File: config.mk
export PLATFORM = sky130hd
export DESIGN_NAME = jdrs_top
export DESIGN_NICKNAME = d
export VERILOG_FILES = /design/src/jdrs_pkg.sv /design/src/jdrs_top.sv
export SDC_FILE = /design/constraint.sdc
export NUM_CORES = 1
export LEC_CHECK = 0
export BUFFER_PORTS_ARGS = -buffer_cell sky130_fd_sc_hd__buf_2
export CORE_UTILIZATION = 30
export CTS_CLUSTER_SIZE = 10
export DETAILED_ROUTE_END_ITERATION = 16
export PLACE_DENSITY = 0.51
export SLEW_MARGIN = 15
export SYNTH_ARGS = -nofsm -noshare
export SYNTH_HDL_FRONTEND = slang
export SYNTH_SLANG_ARGS = --single-unit
File: constraint.sdc
create_clock -name clk_sys_i -period 3.7 [get_ports clk_sys_i]
set_input_delay 0.37 -clock clk_sys_i [delete_from_list [all_inputs] [get_ports clk_sys_i]]
set_output_delay 0.37 -clock clk_sys_i [all_outputs]
set_load 0.01 [all_outputs]
File: src/jdrs_pkg.sv
// Purpose: Shared constants and types for the debug test port registers
// Assumes: Processor bus is a simple word/halfword strobe port
// Notes:   Offsets are byte addresses within the control register space
package jdrs_pkg;
   // Processor side register offsets
   localparam logic [4:0] JDRS_OFS_INSTR   = 5'h00;
   localparam logic [4:0] JDRS_OFS_DATA_HI = 5'h08;
   localparam logic [4:0] JDRS_OFS_DATA_LO = 5'h0A;
   localparam logic [4:0] JDRS_OFS_INTF    = 5'h14;
   // Instruction layout
   localparam int         JDRS_IR_LEN      = 8;
   localparam logic [7:0] JDRS_IR_BYPASS   = 8'hFF;
   localparam logic [7:0] JDRS_IR_EXTEST   = 8'h00;
   localparam logic [7:0] JDRS_IR_SAMPLE   = 8'h04;
   localparam logic [3:0] JDRS_IR_RST_NEG  = 4'h6;
   localparam logic [3:0] JDRS_IR_RST_ASR  = 4'h7;
   localparam logic [2:0] JDRS_IR_DBG_INT  = 3'h5;
   localparam logic [7:0] JDRS_IR_RSVD     = 8'hFF;
   localparam logic [15:0] JDRS_INTF_RSVD  = 16'h0000;
   localparam logic [15:0] JDRS_HALF_ZERO  = 16'h0000;
   localparam int         JDRS_DR_LEN      = 32;
   // Timing
   localparam int  JDRS_CLK_MHZ     = 50;
   localparam int  JDRS_TCK_MAX_MHZ = 20;
   // TAP controller states
   typedef enum logic [3:0] {
      JDRS_TLR, JDRS_RTI, JDRS_SEL_DR, JDRS_CAP_DR, JDRS_SH_DR, JDRS_EX1_DR,
      JDRS_PA_DR, JDRS_EX2_DR, JDRS_UPD_DR, JDRS_SEL_IR, JDRS_CAP_IR,
      JDRS_SH_IR, JDRS_EX1_IR, JDRS_PA_IR, JDRS_EX2_IR, JDRS_UPD_IR
   } jdrs_tap_t;
   // Processor access
   typedef struct packed {
      logic        rd;
      logic        wr;
      logic [1:0]  be;   // [1]=upper half, [0]=lower half
      logic [4:0]  addr;
      logic [31:0] wdata;
   } jdrs_req_t;
   // Decoded instruction
   typedef struct packed {
      logic bypass;
      logic extest;
      logic sample;
      logic rst_neg;
      logic rst_asr;
      logic dbg_int;
   } jdrs_dec_t;
endpackage

File: src/jdrs_top.sv
// Purpose: Debug test port register set with TAP, sampled on system clock
// Assumes: Test clock well below system clock; sampled, not a clock domain
// Notes:   Test clock edges are found by two-flop sampling and an edge
//          detector, so the whole block runs on clk_sys_i alone.
`timescale 1ns/1ps
module jdrs_top
   import jdrs_pkg::*;
#(
   parameter int DR_LEN = JDRS_DR_LEN
) (
   // System
   input  wire logic        clk_sys_i,
   input  wire logic        arst_n_i,
   input  wire logic        cpu_rst_n_i,
   // Test port pins
   input  wire logic        tck_i,
   input  wire logic        tms_i,
   input  wire logic        tdi_i,
   input  wire logic        trst_n_i,
   output logic             tdo_o,
   output logic             tdo_oe_o,
   // Boundary scan chain hook
   input  wire logic        bsr_so_i,
   output logic             bsr_si_o,
   output logic             bsr_shift_o,
   output logic             bsr_capture_o,
   output logic             bsr_update_o,
   output logic             bsr_extest_o,
   // Processor access
   input  wire jdrs_req_t   req_i,
   output logic [31:0]      rdata_o,
   output logic             ack_o,
   // Decoded commands
   output logic             dbg_reset_o,
   output logic             dbg_irq_o
);

   ////////////////////////////////////////////////////////////////////////////
   // Pin synchronisers
   logic [1:0] tck_sync_reg, tms_sync_reg, tdi_sync_reg, trst_sync_reg;
   logic       tck_prev_reg;

   always_ff @(posedge clk_sys_i or negedge arst_n_i) begin
      if (!arst_n_i) begin
         tck_sync_reg  <= 2'h0;
         tms_sync_reg  <= 2'h3;
         tdi_sync_reg  <= 2'h3;
         trst_sync_reg <= 2'h0;
         tck_prev_reg  <= 1'b0;
      end else begin
         tck_sync_reg  <= {tck_sync_reg[0], tck_i};
         tms_sync_reg  <= {tms_sync_reg[0], tms_i};
         tdi_sync_reg  <= {tdi_sync_reg[0], tdi_i};
         trst_sync_reg <= {trst_sync_reg[0], trst_n_i};
         tck_prev_reg  <= tck_sync_reg[1];
      end
   end

   wire tck_rise = tck_sync_reg[1] & ~tck_prev_reg;
   wire tck_fall = ~tck_sync_reg[1] & tck_prev_reg;
   wire tms      = tms_sync_reg[1];
   wire tdi      = tdi_sync_reg[1];
   // Test reset seen synchronously; the async pin path would need its
   // own reset tree, so it is folded into the sampled domain instead
   wire trst_act = ~trst_sync_reg[1];

   ////////////////////////////////////////////////////////////////////////////
   // TAP controller
   jdrs_tap_t tap_reg, tap_next;

   always_comb begin
      tap_next = tap_reg;
      case (tap_reg)
         JDRS_TLR:    tap_next = tms ? JDRS_TLR    : JDRS_RTI;
         JDRS_RTI:    tap_next = tms ? JDRS_SEL_DR : JDRS_RTI;
         JDRS_SEL_DR: tap_next = tms ? JDRS_SEL_IR : JDRS_CAP_DR;
         JDRS_CAP_DR: tap_next = tms ? JDRS_EX1_DR : JDRS_SH_DR;
         JDRS_SH_DR:  tap_next = tms ? JDRS_EX1_DR : JDRS_SH_DR;
         JDRS_EX1_DR: tap_next = tms ? JDRS_UPD_DR : JDRS_PA_DR;
         JDRS_PA_DR:  tap_next = tms ? JDRS_EX2_DR : JDRS_PA_DR;
         JDRS_EX2_DR: tap_next = tms ? JDRS_UPD_DR : JDRS_SH_DR;
         JDRS_UPD_DR: tap_next = tms ? JDRS_SEL_DR : JDRS_RTI;
         JDRS_SEL_IR: tap_next = tms ? JDRS_TLR    : JDRS_CAP_IR;
         JDRS_CAP_IR: tap_next = tms ? JDRS_EX1_IR : JDRS_SH_IR;
         JDRS_SH_IR:  tap_next = tms ? JDRS_EX1_IR : JDRS_SH_IR;
         JDRS_EX1_IR: tap_next = tms ? JDRS_UPD_IR : JDRS_PA_IR;
         JDRS_PA_IR:  tap_next = tms ? JDRS_EX2_IR : JDRS_PA_IR;
         JDRS_EX2_IR: tap_next = tms ? JDRS_UPD_IR : JDRS_SH_IR;
         JDRS_UPD_IR: tap_next = tms ? JDRS_SEL_DR : JDRS_RTI;
         default:     tap_next = JDRS_TLR;
      endcase
   end

   always_ff @(posedge clk_sys_i or negedge arst_n_i) begin
      if (!arst_n_i)
         tap_reg <= JDRS_TLR;
      else if (trst_act)
         tap_reg <= JDRS_TLR;
      else if (tck_rise)
         tap_reg <= tap_next;
   end

   wire tlr      = (tap_reg == JDRS_TLR);
   wire init     = trst_act | tlr;
   wire sh_ir    = (tap_reg == JDRS_SH_IR);
   wire sh_dr    = (tap_reg == JDRS_SH_DR);
   wire cap_ir   = (tap_reg == JDRS_CAP_IR);
   wire cap_dr   = (tap_reg == JDRS_CAP_DR);
   wire upd_ir_f = (tap_reg == JDRS_UPD_IR) & tck_fall;
   wire upd_dr_f = (tap_reg == JDRS_UPD_DR) & tck_fall;

   ////////////////////////////////////////////////////////////////////////////
   // Instruction register
   logic [JDRS_IR_LEN-1:0] ir_sh_reg, ir_reg;
   jdrs_dec_t              dec, upd_dec;

   // Serial path only; no processor write reaches these flops
   always_ff @(posedge clk_sys_i or negedge arst_n_i) begin
      if (!arst_n_i) begin
         ir_sh_reg <= JDRS_IR_BYPASS;
         ir_reg    <= JDRS_IR_BYPASS;
      end else if (init) begin
         ir_sh_reg <= JDRS_IR_BYPASS;
         ir_reg    <= JDRS_IR_BYPASS;
      end else begin
         if (tck_rise && cap_ir)
            ir_sh_reg <= ir_reg;
         else if (tck_rise && sh_ir)
            ir_sh_reg <= {tdi, ir_sh_reg[JDRS_IR_LEN-1:1]};
         if (upd_ir_f)
            ir_reg <= ir_sh_reg;
      end
   end

   // Reserved codes fall through to bypass behaviour
   function automatic jdrs_dec_t decode(input logic [7:0] c);
      jdrs_dec_t d;
      d.bypass  = (c == JDRS_IR_BYPASS);
      d.extest  = (c == JDRS_IR_EXTEST);
      d.sample  = (c == JDRS_IR_SAMPLE);
      d.rst_neg = (c[7:4] == JDRS_IR_RST_NEG);
      d.rst_asr = (c[7:4] == JDRS_IR_RST_ASR);
      d.dbg_int = (c[7:5] == JDRS_IR_DBG_INT);
      return d;
   endfunction

   assign dec     = decode(ir_reg);
   assign upd_dec = decode(ir_sh_reg);
   wire   bsr_sel = dec.extest | dec.sample;

   ////////////////////////////////////////////////////////////////////////////
   // Scan data registers
   logic              byp_reg;
   logic [DR_LEN-1:0] intf_sh_reg;
   logic              irq_flag_reg;
   logic              dbg_reset_reg;

   always_ff @(posedge clk_sys_i or negedge arst_n_i) begin
      if (!arst_n_i) begin
         byp_reg     <= 1'b0;
         intf_sh_reg <= '0;
      end else if (tck_rise && sh_dr && dec.dbg_int) begin
         intf_sh_reg <= {tdi, intf_sh_reg[DR_LEN-1:1]};
      end else if (tck_rise && cap_dr && dec.dbg_int) begin
         intf_sh_reg <= {JDRS_HALF_ZERO,
                         JDRS_INTF_RSVD[15:1], irq_flag_reg};
      end else if (tck_rise && (sh_dr || cap_dr)) begin
         byp_reg <= sh_dr & tdi;
      end
   end

   // Output mux, launched on the falling test clock edge
   logic tdo_mux;
   always_comb begin
      tdo_mux = byp_reg;
      if (sh_ir)
         tdo_mux = ir_sh_reg[0];
      else if (dec.dbg_int)
         tdo_mux = intf_sh_reg[0];
      else if (bsr_sel)
         tdo_mux = bsr_so_i;
      else if (dec.bypass)
         tdo_mux = byp_reg;
      // Reserved codes also see the bypass bit, so the chain stays
      // one stage long and a host can still count the devices
      else
         tdo_mux = byp_reg;
   end

   always_ff @(posedge clk_sys_i or negedge arst_n_i) begin
      if (!arst_n_i) begin
         tdo_o    <= 1'b0;
         tdo_oe_o <= 1'b0;
      end else if (tck_fall) begin
         tdo_o    <= tdo_mux;
         tdo_oe_o <= sh_ir | sh_dr;
      end
   end

   assign bsr_si_o      = tdi;
   assign bsr_shift_o   = tck_rise & sh_dr & bsr_sel;
   assign bsr_capture_o = tck_rise & cap_dr & bsr_sel;
   assign bsr_update_o  = upd_dr_f & bsr_sel;
   assign bsr_extest_o  = dec.extest;

   ////////////////////////////////////////////////////////////////////////////
   // Processor registers
   logic [DR_LEN-1:0] data_reg;
   wire hit_instr = (req_i.addr == JDRS_OFS_INSTR);
   wire hit_hi    = (req_i.addr == JDRS_OFS_DATA_HI);
   wire hit_lo    = (req_i.addr == JDRS_OFS_DATA_LO);
   wire hit_intf  = (req_i.addr == JDRS_OFS_INTF);
   wire wr_hi     = req_i.wr & hit_hi & req_i.be[1];
   wire wr_lo     = req_i.wr & ((hit_hi & req_i.be[0]) | (hit_lo & req_i.be[1]));
   wire lo_src_hi = hit_lo;
   wire clr_flag  = req_i.wr & hit_intf & ~req_i.wdata[0];
   wire set_flag  = upd_ir_f & upd_dec.dbg_int;

   // Data word: test reset only; processor reset does not touch it
   always_ff @(posedge clk_sys_i or negedge arst_n_i) begin
      if (!arst_n_i)
         data_reg <= '0;
      else if (trst_act)
         data_reg <= '0;
      else begin
         if (wr_hi)
            data_reg[31:16] <= req_i.wdata[31:16];
         if (wr_lo)
            data_reg[15:0] <= lo_src_hi ? req_i.wdata[31:16]
                                        : req_i.wdata[15:0];
      end
   end

   // Flag set beats clear in the same cycle
   always_ff @(posedge clk_sys_i or negedge arst_n_i) begin
      if (!arst_n_i)
         irq_flag_reg <= 1'b0;
      else if (init)
         irq_flag_reg <= 1'b0;
      else if (set_flag)
         irq_flag_reg <= 1'b1;
      else if (clr_flag)
         irq_flag_reg <= 1'b0;
   end

   always_ff @(posedge clk_sys_i or negedge arst_n_i) begin
      if (!arst_n_i)
         dbg_reset_reg <= 1'b0;
      else if (init)
         dbg_reset_reg <= 1'b0;
      else if (dec.rst_asr)
         dbg_reset_reg <= 1'b1;
      else if (dec.rst_neg)
         dbg_reset_reg <= 1'b0;
   end

   // Read mux; unmapped offsets read zero
   wire [15:0] instr_rd = {ir_reg, JDRS_IR_RSVD};
   wire [15:0] intf_rd  = {JDRS_INTF_RSVD[15:1], irq_flag_reg};
   wire [31:0] rd_mux   = hit_instr ? {instr_rd, instr_rd} :
                          hit_hi    ? data_reg :
                          hit_lo    ? {data_reg[15:0], data_reg[15:0]} :
                          hit_intf  ? {intf_rd, intf_rd} : 32'h0000_0000;

   always_ff @(posedge clk_sys_i or negedge arst_n_i) begin
      if (!arst_n_i) begin
         rdata_o <= 32'h0000_0000;
         ack_o   <= 1'b0;
      end else begin
         rdata_o <= req_i.rd ? rd_mux : 32'h0000_0000;
         ack_o   <= (req_i.rd | req_i.wr) & cpu_rst_n_i;
      end
   end

   assign dbg_irq_o   = irq_flag_reg;
   assign dbg_reset_o = dbg_reset_reg;

endmodule // jdrs_top

### Yosys cells after proc, flatten, opt, wreduce, memory -nomap -nowiden

Cells that the tools add are included.

| operators by class | value |
|---|---|
| bitwise gates (word level) | 30 |
| mux-type cells | 40 |
| equality and inequality tests | 26 |
| reduce and logical (&&, ||, !) cells | 20 |

Operators by type and width:

| kind | count |
|---|---|
| 2-to-1 mux 32 bit | 7 |
| 2-to-1 mux 16 bit | 3 |
| case mux 4 bit (12 select lines) | 1 |
| 2-to-1 mux 8 bit | 5 |
| equality test 4 bit, second input constant | 8 |
| equality test 4 x 3 -> 1 bit, second input constant | 6 |
| 2-to-1 mux 4 bit | 6 |
| AND 1 bit | 19 |
| 2-to-1 mux 17 bit | 1 |
| 2-to-1 mux 1 bit | 12 |
| equality test 5 x 4 -> 1 bit, second input constant | 2 |
| nonzero test 3 bit | 3 |
| equality test 4 x 2 -> 1 bit, second input constant | 2 |
| equality test 8 x 3 -> 1 bit, second input constant | 1 |
| logical NOT 8 bit | 1 |
| logical AND 1 bit | 7 |
| equality test 3 bit, second input constant | 2 |
| 2-to-1 mux 2 bit | 3 |
| 2-to-1 mux 3 bit | 2 |
| inequality test 2 x 1 -> 1 bit, second input constant | 3 |
| inverter 1 bit | 6 |
| equality test 5 bit, second input constant | 1 |
| logical NOT 5 bit | 1 |
| OR 1 bit | 5 |
| 7 further kinds | 9 |

| word-level totals | value |
|---|---|
| bits of input ports | 49 |
| output and inout port bits | 42 |
| word-level logic and storage cells | 134 |
| register bits after elaboration | 131 |

### Logic depth before layout (Yosys ltp)

Gate-level depths: netlist of run 1.

| depth | value |
|---|---|
| depth after elaboration | 6 |
| mapped depth | 7 |
| depth with buffers taken out | 4 |

### Least setup slack after synthesis of run 1

Ideal clock, no wire load.

| timing | value |
|---|---|
| path kind | input -> register |
| from | input port req_i[36] (netlist bit) |
| to | register data_reg[22] |
| stages on the path | 6 |
| required time | 3.564 ns |
| buffers on the path | 2 |
| data arrival time | 1.649 ns |
| library setup time | 0.136 ns |
| setup slack | 1.914 ns |
| cells stage by stage | or4b_4 -> or3_1 -> buf_2 -> buf_6 -> nand2_1 -> a21oi_1 |

| between the ends | value |
|---|---|
| word-level cells in the longest chain between the ends | 4 |

RTL lines:

| item | line | source |
|---|---|---|
| start, declared | jdrs_top.sv:30 | `input wire jdrs_req_t req_i,` |
| equality test 5 x 4 -> 1 bit | jdrs_top.sv:210 | `wire hit_hi = (req_i.addr == JDRS_OFS_DATA_HI);` |
| AND 1 bit (2 in series) | jdrs_top.sv:213 | `wire wr_hi = req_i.wr & hit_hi & req_i.be[1];` |
| inequality test 2 x 1 -> 1 bit (no source line) | n/a |  |
| end signal, assigned | jdrs_top.sv:227 | `data_reg[31:16] <= req_i.wdata[31:16];` |
| end, declared | jdrs_top.sv:208 | `logic [DR_LEN-1:0] data_reg;` |

Every way passes these cells.
A chain may end at the register's enable or synchronous reset.

### Final worst setup path of run 1

| timing | value |
|---|---|
| from | register tap_reg[0] |
| to | output port bsr_capture_o |

| between the ends | value |
|---|---|
| word-level cells in the longest chain between the ends | 3 |

RTL lines:

| item | line | source |
|---|---|---|
| start, declared | jdrs_top.sv:69 | `jdrs_tap_t tap_reg, tap_next;` |
| start signal, assigned | jdrs_top.sv:100 | `tap_reg <= tap_next;` |
| equality test 4 x 2 -> 1 bit | jdrs_top.sv:108 | `wire cap_dr = (tap_reg == JDRS_CAP_DR);` |
| AND 1 bit (2 in series) | jdrs_top.sv:202 | `assign bsr_capture_o = tck_rise & cap_dr & bsr_sel;` |
| end, declared | jdrs_top.sv:26 | `output logic bsr_capture_o,` |

Every way passes these cells.

==> qor.yml, run 1 <==
floorplanning:
  ioPinCount: 91
  die-area_sq_um: 20100
  dieWidth_um: 142
  start_util: 0.310
  num_rows: 50
  coreArea_sq_um: 19000
  dieHeight_um: 142
timing:
  finalHoldViolCount: 0
  tightestPinTransition_ps: 940
  slew_violations: 0
  worst_clock_skew_ps: 10.1
  fin_setup_tns_ps: 0
  min_period_over_period: 0.718
  final-setup-viol-count: 0
  max_freq_ghz: 0.376
  worst_slack_ps: 1040
  holdWs_ps: 56.0
  grt_setup_unrepaired: "no"
  maxSlewHeadroom: 0.373
  finalCriticalPeriod_ps: 2660
placed_design:
  io_buffers: 90
  dp_slack_ps: 1170
  place_inst: 916
  hpwl_mm: 9.94
  gp_congestion: 0.774
synthesis:
  yosysUniqueCellTypes: 50
  synthSimpleGateAreaFrac: 0.172
  synth_area_leaders: "dfrtp_1 (47%), nand2_1 (11%), dfstp_2 (9.0%)"
  synth-xor-area-share: 0.00149
  syn_area_per_cell_sq_um: 9.87
  yosys_warnings: 0
  seq_area_frac_synth: 0.563
  synth.area.mux_share: 0.0906
  synth_adder_area_share: 0
  synth_top_family_by_area: "simple AND/OR/NAND/NOR gates"
  synth_edf_count: 0
  yosysTopAreaCell: "dfrtp_1"
  synth_compound_area_frac: 0.141
  synthArstFlopShare: 1.00
  ys.flop_type: "dfrtp_1"
  synth_seq_cells: 131
  synth_nets: 644
  syn_inst: 595
  synth_top_area_share: 0.473
  netlist_area_sq_um: 5870
setup_path:
  cpPeakStageDelay_ps: 920
  crit_family: "flip-flops"
  critPathKind: "reg2out"
  path_buf_inv: 1
  required_ps: 3330
  end_kind: "output pin"
  worst_ep_arrival_time_ps: 2290
  crit_chain: "nor4bb_1, nand2_1, nor2_1, buf_2"
  cp_slowest_cell: "dfrtp_1"
  critPathLaunchType: "flop"
  crit_fanout: 22
routing:
  vias: 4431
  viasPerCell: 4.68
  ant_nets: 0
  drc_errors: 0
  wl_per_cell_um: 15.5
  drt_wl_total_mm: 14.6
  firstDrtPassIters: 4
  drt-initial-drc-count: 327
power:
  cellPowerDensity_nw_per_um2: 485
  p_leak_nw: 3.31
  power_switching_w: 0.000766
  ir_worst_vdd_uv: 306
  sw_frac_of_total: 0.218
  pwr-share-comb: 0.048
  power.share.clock: 0.533
  p_int_w: 0.00274
  p_seq_frac: 0.420
cts:
  clk_latency_ps: 410
  cts_tree: "yes"
  cts_hold_buf: 0
  clockBufferDepth: 2
  post-cts-setup-buffers: 0
  clock_sinks: 131
  h-tree-depth: 4
  ctsResizeCount: 0
  path_clk_slew_ps: 60
  root_buffer: "clkbuf_16"
  cts_buffers: 17
min_path:
  hp-class: "in2reg"
status:
  status: "finished clean"
global_route:
  grt.overflow.total: 0
  grt_start_max_net_pins: 74
  antenna_found_initial: 0
  track_usage: 0.156
  grt_pass1_vias: 4594
  grt_pass1_wl_mm: 24.1
cells_and_area:
  fill_cells: 1917
  drive_above_1_share: 0.242
  syn2layout_area_growth_pct: 23.2
  final_cell_count_no_fill: 947
  nets: 724
  diodes: 0
  final_core_util: 0.382
run:
  cap_violations: 0
worst register-to-register path: stages (launching register included):
cell and delay, ps:
dfrtp_1 710, nor4b_2 650, and2_1 520, buf_4 310, nand2_1 70, o21ai_0 170
cell type report:
cell class                      instances  area [sq um]  share of cell area
Sequential cell                       131          3300               0.457
Multi-Input combinational cell        419          2380               0.329
Timing Repair Buffer                  101           548              0.0758
Clock buffer                           19           453              0.0626
Tap cell                              260           325              0.0450
Clock inverter                         12           203              0.0280
Inverter                                5          18.8             0.00260
power groups by stage:
stage          Combinational (W)  Sequential (W)  Clock [W]
5_1_grt                 0.000187         0.00148    0.00196
3_5_place_dp            0.000172         0.00150          0
3_3_place_gp            0.000169         0.00150          0
4_1_cts                 0.000173         0.00147    0.00190
6_report                0.000168         0.00147    0.00187
2_1_floorplan          0.0000843         0.00149          0
cell usage after synthesis, types with 5 or more instances:
library cell,n
nand2_1,165
dfrtp_1,111
o21ai_0,51
mux2i_1,43
a21oi_1,36
clkbuf_1,26
nor2_1,22
dfstp_2,20
a21boi_0,16
buf_2,12
o211ai_1,10
mux2_2,9
nor2b_1,9
o21a_1,8
inv_1,5
nor3_1,5
kinds of logic after synthesis:
group / after synthesis
AO/OA/AOI/OAI: 139
XOR/XNOR: 1
buffers and inverters: 45
flip-flops: 131
multiplexers: 52
AND/OR/NAND/NOR: 227
through the flow:
stage / power (W) / cell area (sq um)
after floorplan: 0.00157 / 5870
after global placement: 0.00167 / 6580
after detailed placement: 0.00167 / 6580
after CTS: 0.00355 / 7230
after global routing: 0.00362 / 7230
final: 0.00351 / 7230
per-layer routing:
layer	part of all wire	track usage
met3	0.042	0.0422
met1	0.50	0.213
met2	0.45	0.236
met5	0	0
met4	0.0083	0.0538
placed cells by master, fill, tap and decap left out, types with 2 or more instances in the layout:
master / n
nor2b_1: 9
nor3_1: 5
clkinvlp_4: 4
nand2_1: 165
a31oi_1: 3
clkbuf_16: 17
o211ai_1: 10
bufinv_16: 5
o21a_1: 8
mux2_2: 9
a21oi_1: 36
nand3_1: 2
dfrtp_1: 111
nand4b_1: 2
buf_4: 11
o21ai_0: 51
inv_1: 5
nand2b_1: 4
a21boi_0: 16
nand4_1: 3
buf_2: 89
o31ai_1: 4
dfstp_2: 20
nand3b_1: 2
mux2i_1: 43
clkbuf_8: 2
nor2_1: 22
final timing paths:
check / start / end / slack, ps / depth (start not counted)
min in group asynchronous: arst_n_i / rdata_o[22] / 100 / 1
worst min register to register: tdi_sync_reg[0] / tdi_sync_reg[1] / 360 / 0
worst min-delay path: tms_i / tms_sync_reg[0] / 60 / 1
worst max-delay path: tap_reg[0] / bsr_capture_o / 1040 / 4
max in group asynchronous: arst_n_i / ir_sh_reg[6] / 2700 / 2
worst max register to register: tap_reg[0] / intf_sh_reg[17] / 1180 / 5
No activity file was read; power rests on OpenSTA's default activity.
==> inputs of run 2 (changes only) <==
--- a/config.mk
+++ b/config.mk
@@ -5,11 +5,12 @@
 export SDC_FILE = /design/constraint.sdc
 export NUM_CORES = 1
 export LEC_CHECK = 0
+export ABC_AREA = 1
 export BUFFER_PORTS_ARGS = -buffer_cell sky130_fd_sc_hd__buf_2
 export CORE_UTILIZATION = 30
 export CTS_CLUSTER_SIZE = 10
 export DETAILED_ROUTE_END_ITERATION = 16
-export PLACE_DENSITY = 0.51
+export PLACE_DENSITY = 0.5
 export SLEW_MARGIN = 15
 export SYNTH_ARGS = -nofsm -noshare
 export SYNTH_HDL_FRONTEND = slang
==> constraint.sdc (replaced) <==
create_clock -name clk_sys_i -period 2.5 [get_ports clk_sys_i]
set_input_delay 0.25 -clock clk_sys_i [delete_from_list [all_inputs] [get_ports clk_sys_i]]
set_output_delay 0.25 -clock clk_sys_i [all_outputs]
set_load 0.01 [all_outputs]
==> qor.yml, run 2 <==
synthesis:
  netlist_area_sq_um: 6040  # +2.9%
  yosys-top-cells-count: "nand2_1 (190), dfrtp_1 (111), inv_1 (83)"
  synth_seq_cells: 131  # unchanged
  syn_inst: 723  # +22%
  yosysUniqueCellTypes: 33  # -34%
  synth_area_leaders: "dfrtp_1 (46%), nand2_1 (12%), dfstp_2 (8.7%)"
  synth_top_area_share: 0.460  # -0.0134
  synth_edf_count: 0  # unchanged
  syn_area_per_cell_sq_um: 8.36  # -15%
  synth_nets: 772  # +20%
  seq_area_frac_synth: 0.547  # -0.0160
  yosys_warnings: 0  # unchanged
  ys.flop_type: "dfrtp_1"
  yosysTopAreaCell: "dfrtp_1"
  synthArstFlopShare: 1.00  # unchanged
  synth.most_common_cell: "nand2_1"
cts:
  post-cts-setup-buffers: 0  # unchanged
  path_clk_slew_ps: 60  # about the same
  ctsResizeCount: 0  # unchanged
  cts_tree: "yes"
  clockBufferDepth: 2  # unchanged
  clk_latency_ps: 420  # about the same
  cts_hold_buf: 5  # +5
  clock_sinks: 131  # unchanged
  cts_buffers: 17  # unchanged
  h-tree-depth: 4  # unchanged
  root_buffer: "clkbuf_16"
cells_and_area:
  nets: 870  # +20%
  syn2layout_area_growth_pct: 23.8
  fill_cells: 2084  # +8.7%
  final_cell_area_sq_um: 7480  # +3.4%
  diodes: 0  # unchanged
  final_common_cell: "nand2_1"
  drive_above_1_share: 0.218  # -0.0234
  final_cell_mix: "nand2_1 (190), dfrtp_1 (110), buf_2 (89)"
  final_core_util: 0.382  # about the same
routing:
  drt-initial-drc-count: 315  # -3.7%
  vias: 5143  # +16%
  drt_wl_total_mm: 16.2  # +11%
  viasPerCell: 4.68  # about the same
  firstDrtPassIters: 5  # +1
  ant_nets: 0  # unchanged
  wl_per_cell_um: 14.7  # -4.8%
  drc_errors: 0  # unchanged
setup_path:
  end_kind: "output pin"
  required_ps: 2250  # -1080 ps
  worst_ep_arrival_time_ps: 1740  # -550 ps
  critPathLaunchType: "flop"
  critPathKind: "reg2out"
  crit_fanout: 6  # -73%
placed_design:
  place_area_sq_um: 6820  # +3.7%
  io_buffers: 90  # unchanged
  gp_congestion: 0.845  # +9.3%
  hpwl_mm: 11.6  # +17%
timing:
  holdWs_ps: 36.4  # -19.6 ps
  maxSlewHeadroom: 0.540  # +0.167
  fin_setup_tns_ps: 0  # unchanged
  min_period_over_period: 0.795
  max_freq_ghz: 0.503
  finalCriticalPeriod_ps: 1990
  final-setup-viol-count: 0  # unchanged
  worst_clock_skew_ps: 11.8  # +1.71 ps
  finalHoldViolCount: 0  # unchanged
  grt_setup_unrepaired: "no"
  tightestPinTransition_ps: 688  # -253 ps
  slew_violations: 0  # unchanged
status:
  status: "finished clean"
power:
  finalPower_w: 0.00505  # +44%
  p_leak_nw: 3.73  # +13%
  cellPowerDensity_nw_per_um2: 675  # +39%
  ir_worst_vdd_uv: 340  # +11%
floorplanning:
  dieWidth_um: 144  # +1.4%
  dieHeight_um: 144  # +1.4%
  coreArea_sq_um: 19600  # +3.3%
  start_util: 0.308  # -0.00128
  num_rows: 51  # +2.0%
  die-area_sq_um: 20700  # +2.9%
  ioPinCount: 91  # unchanged
global_route:
  grt_pass1_vias: 4958  # +7.9%
  track_usage: 0.167  # +0.0114
  grt_start_max_net_pins: 63  # -15%
  antenna_found_initial: 0  # unchanged
  grt.overflow.total: 0  # unchanged
  grt_pass1_wl_mm: 26.3  # +8.9%
min_path:
  hp-class: "in2reg"
run:
  cap_violations: 0  # unchanged
[run 2: changes by cell type in the layout (fill, tap and decap cells not counted), moves of 25 or more]
cell,change
nand3_1,+74
inv_1,+78
o21ai_0,-28
nand2_1,+25
mux2i_1,-43
nor2_1,+28
[run 2: path summary, 6_finish.rpt]
kind | cells after the start | endpoint | slack [ps] | from
setup / recovery | 5 | bsr_update_o | 510 | tap_reg[3]
hold / removal | 2 | ack_o | 40 | cpu_rst_n_i
setup reg to reg | 4 | intf_sh_reg[20] | 660 | ir_reg[5]
hold reg to reg | 0 | trst_sync_reg[1] | 350 | trst_sync_reg[0]
max in group asynchronous | 3 | rdata_o[1] | 1420 | arst_n_i
min in group asynchronous | 2 | intf_sh_reg[10] | 380 | arst_n_i
[run 2: final cells by class]
class | count | area, sq um | area share
flip-flops and latches | 131 | 3300 | 0.442
multi-input cells | 468 | 2230 | 0.299
repair buffers | 114 | 662 | 0.0885
clock buffers | 21 | 460 | 0.0615
inverters | 89 | 334 | 0.0447
well taps | 265 | 332 | 0.0443
clock inverters | 11 | 154 | 0.0206
[run 2: cells by family after synthesis]
| family | synth area share |
|---|---|
| AO/OA/AOI/OAI | 0.101 |
| buffers and inverters | 0.0835 |
| flip-flops | 0.547 |
| AND/OR/NAND/NOR | 0.269 |
[run 2: critical path, stage by stage, from the launching register on]
cell,delay (ps)
dfrtp_1,410
inv_1,70
nor2_1,320
nand2_1,160
nor3_1,200
buf_2,160
[run 2: metrics by stage]
step	cells	setup WS (ps)
6_report	1099	513
5_1_grt	1099	323
4_1_cts	1099	513
3_5_place_dp	1062	661
3_3_place_gp	1062	698
2_1_floorplan	723	1000
[run 2: per-layer routing]
| metal | wire, um | track usage |
|---|---|---|
| met4 | 249 | 0.0622 |
| met3 | 733 | 0.0343 |
| met5 | 0 | 0 |
| met2 | 6970 | 0.240 |
| met1 | 8240 | 0.244 |
[run 2: power by group]
group          internal, W  leakage, nW  switching (W)
clock              0.00163        0.282       0.000944
sequential         0.00217         1.73      0.0000328
combinational    0.0000926         1.72       0.000185
==> inputs of run 3 (changes only) <==
--- a/config.mk
+++ b/config.mk
@@ -10,7 +10,7 @@
 export CORE_UTILIZATION = 30
 export CTS_CLUSTER_SIZE = 10
 export DETAILED_ROUTE_END_ITERATION = 16
-export PLACE_DENSITY = 0.5
+export PLACE_DENSITY = 0.52
 export SLEW_MARGIN = 15
 export SYNTH_ARGS = -nofsm -noshare
 export SYNTH_HDL_FRONTEND = slang
==> constraint.sdc (replaced) <==
create_clock -name clk_sys_i -period 1.7 [get_ports clk_sys_i]
set_input_delay 0.17 -clock clk_sys_i [delete_from_list [all_inputs] [get_ports clk_sys_i]]
set_output_delay 0.17 -clock clk_sys_i [all_outputs]
set_load 0.01 [all_outputs]
==> qor.yml, run 3 (same netlist as run 2, synthesis figures left out) <==
setup_path:
  crit_family: "simple AND/OR/NAND/NOR gates"
  end_kind: "output pin"
  crit-reg2reg-launch: "ir_reg[5]"
  crit_fanout: 4  # -2
  r2r_setup_slack_ps: 110  # -550 ps
  crit_start: "ir_reg[1]"
  reg2reg_depth: 7  # +3
  path_buf_inv: 2  # unchanged
  cp_slowest_cell: "dfstp_2"
  critPathKind: "reg2out"
  required_ps: 1530  # -720 ps
  crit_chain: "nor2_2, nand2_2, nor2_4, inv_2, nor3_2, buf_2"
  worst_ep_arrival_time_ps: 1460  # -280 ps
  cpPeakStageDelay_ps: 390  # -20 ps
  critPathLaunchType: "flop"
  r2r_end: "intf_sh_reg[26]"
cells_and_area:
  drive_above_1_share: 0.267  # +0.0489
  final_cell_mix: "nand2_1 (184), dfrtp_1 (108), buf_2 (90)"
  fill_cells: 2033  # -2.4%
  nets: 897  # +3.1%
  diodes: 0  # unchanged
  syn2layout_area_growth_pct: 29.7
  final_core_util: 0.400  # +0.0183
  seq_area_sq_um: 3310  # about the same
  final_common_cell: "nand2_1"
  multi_input_area_sq_um: 2310  # +3.4%
placed_design:
  gp_congestion: 0.856  # +1.2%
  dp_slack_ps: 5.10  # -656 ps
  hpwl_mm: 12.1  # +4.0%
  io_buffers: 90  # unchanged
floorplanning:
  start_util: 0.308  # unchanged
  die-area_sq_um: 20700  # unchanged
  dieWidth_um: 144  # unchanged
  dieHeight_um: 144  # unchanged
  ioPinCount: 91  # unchanged
  coreArea_sq_um: 19600  # unchanged
  num_rows: 51  # unchanged
cts:
  clk_latency_ps: 420  # about the same
  clock_sinks: 131  # unchanged
  path_clk_slew_ps: 60  # about the same
  root_buffer: "clkbuf_16"
  clockBufferDepth: 2  # unchanged
  cts_buffers: 17  # unchanged
  cts_tree: "yes"
  h-tree-depth: 4  # unchanged
min_path:
  whs_endpoint: "data_reg[28]"
  whs_path_depth: 3  # +1
  min_from: "req_i[28]"
  hp-class: "in2reg"
timing:
  fin_setup_tns_ps: 0  # unchanged
  worst_clock_skew_ps: 7.02  # -4.77 ps
  grt_setup_unrepaired: "yes"
  min_period_over_period: 0.961
  worst_slack_ps: 65.6  # -447 ps
  slew_violations: 0  # unchanged
  final-setup-viol-count: 0  # unchanged
  finalCriticalPeriod_ps: 1630
  finalHoldViolCount: 0  # unchanged
  holdWs_ps: 15.4  # -20.9 ps
  max_freq_ghz: 0.612
  maxSlewHeadroom: 0.689  # +0.149
  tightestPinTransition_ps: 465  # -222 ps
routing:
  vias: 5255  # +2.2%
  drc_errors: 0  # unchanged
  wl_per_cell_um: 15.2  # +3.2%
  ant_nets: 0  # unchanged
  firstDrtPassIters: 7  # +2
  drt-initial-drc-count: 345  # +9.5%
  drt_wl_total_mm: 17.1  # +5.7%
  viasPerCell: 4.67  # -0.27%
status:
  status: "finished clean"
global_route:
  track_usage: 0.173  # +0.00577
  grt_pass1_wl_mm: 27.0  # +2.7%
  grt.overflow.total: 0  # unchanged
  antenna_found_initial: 0  # unchanged
  grt_start_max_net_pins: 63  # unchanged
  grt_pass1_vias: 4980  # +0.44%
run:
  cap_violations: 0  # unchanged
power:
  cellPowerDensity_nw_per_um2: 930  # +38%
  ir_worst_vdd_uv: 568  # +67%
  p_leak_nw: 3.89  # +4.3%
-- run 3: cell count changes in the layout (fill, tap and decap cells not counted), sizes merged --
| cell | change |
|---|---|
| clkinv | +5 |
| dlygate4sd3 | +1 |
| inv | -2 |
| clkbuf | -1 |
| buf | +25 |
| bufinv | -1 |
-- run 3: area by class of cell --
class	count	share of cell area
Clock inverter	12	0.0171
Timing Repair inverter	1	0.000638
Inverter	89	0.0433
Clock buffer	20	0.0583
Multi-Input combinational cell	468	0.295
Sequential cell	131	0.422
Timing Repair Buffer	140	0.122
Tap cell	265	0.0423
-- run 3: metal layers --
metal | part of all wire | GRT usage | routed length [um]
met1 | 0.51 | 0.256 | 8760
met2 | 0.44 | 0.248 | 7450
met3 | 0.039 | 0.0347 | 669
met4 | 0.014 | 0.0554 | 234
met5 | 0 | 0 | 0
-- run 3: timing repair --
action	in CTS	in global routing
cloned	0	2
pin swaps	3	8
buffers inserted	5	7
gates resized for setup	8	24
setup endpoints to repair	10	36
hold buffers	6	0
endpoints found under the hold margin	41	0
-- run 3: how the worst max path moves through the flow --
stage | end | cells after the start
after floorplan | intf_sh_reg[11] | 10
after global placement | intf_sh_reg[26] | 8
after detailed placement | intf_sh_reg[26] | 8
after CTS | bsr_update_o | 6
after global routing | bsr_update_o | 6
final | bsr_update_o | 6
-- run 3: stage by stage --
stage | cell area, sq um | power (W) | cells
after floorplan | 6040 | 0.00346 | 723
after global placement | 6990 | 0.00372 | 1074
after detailed placement | 6990 | 0.00372 | 1074
after CTS | 7710 | 0.00739 | 1117
after global routing | 7840 | 0.00758 | 1126
final | 7840 | 0.00729 | 1126
-- run 3: power breakdown --
| part | switching [W] | internal, W | leakage (nW) |
|---|---|---|---|
| sequential | 0.0000510 | 0.00319 | 1.72 |
| combinational | 0.000280 | 0.000154 | 1.89 |
| clock | 0.00138 | 0.00223 | 0.274 |
| total | 0.00171 | 0.00558 | 3.89 |
-- run 3: worst register-to-register path, delay by kind of cell, from the launching register on --
family	cells	cell delay (ps)
simple gates	3	490
compound gates	1	70
buf+inv	3	420
flops	1	550
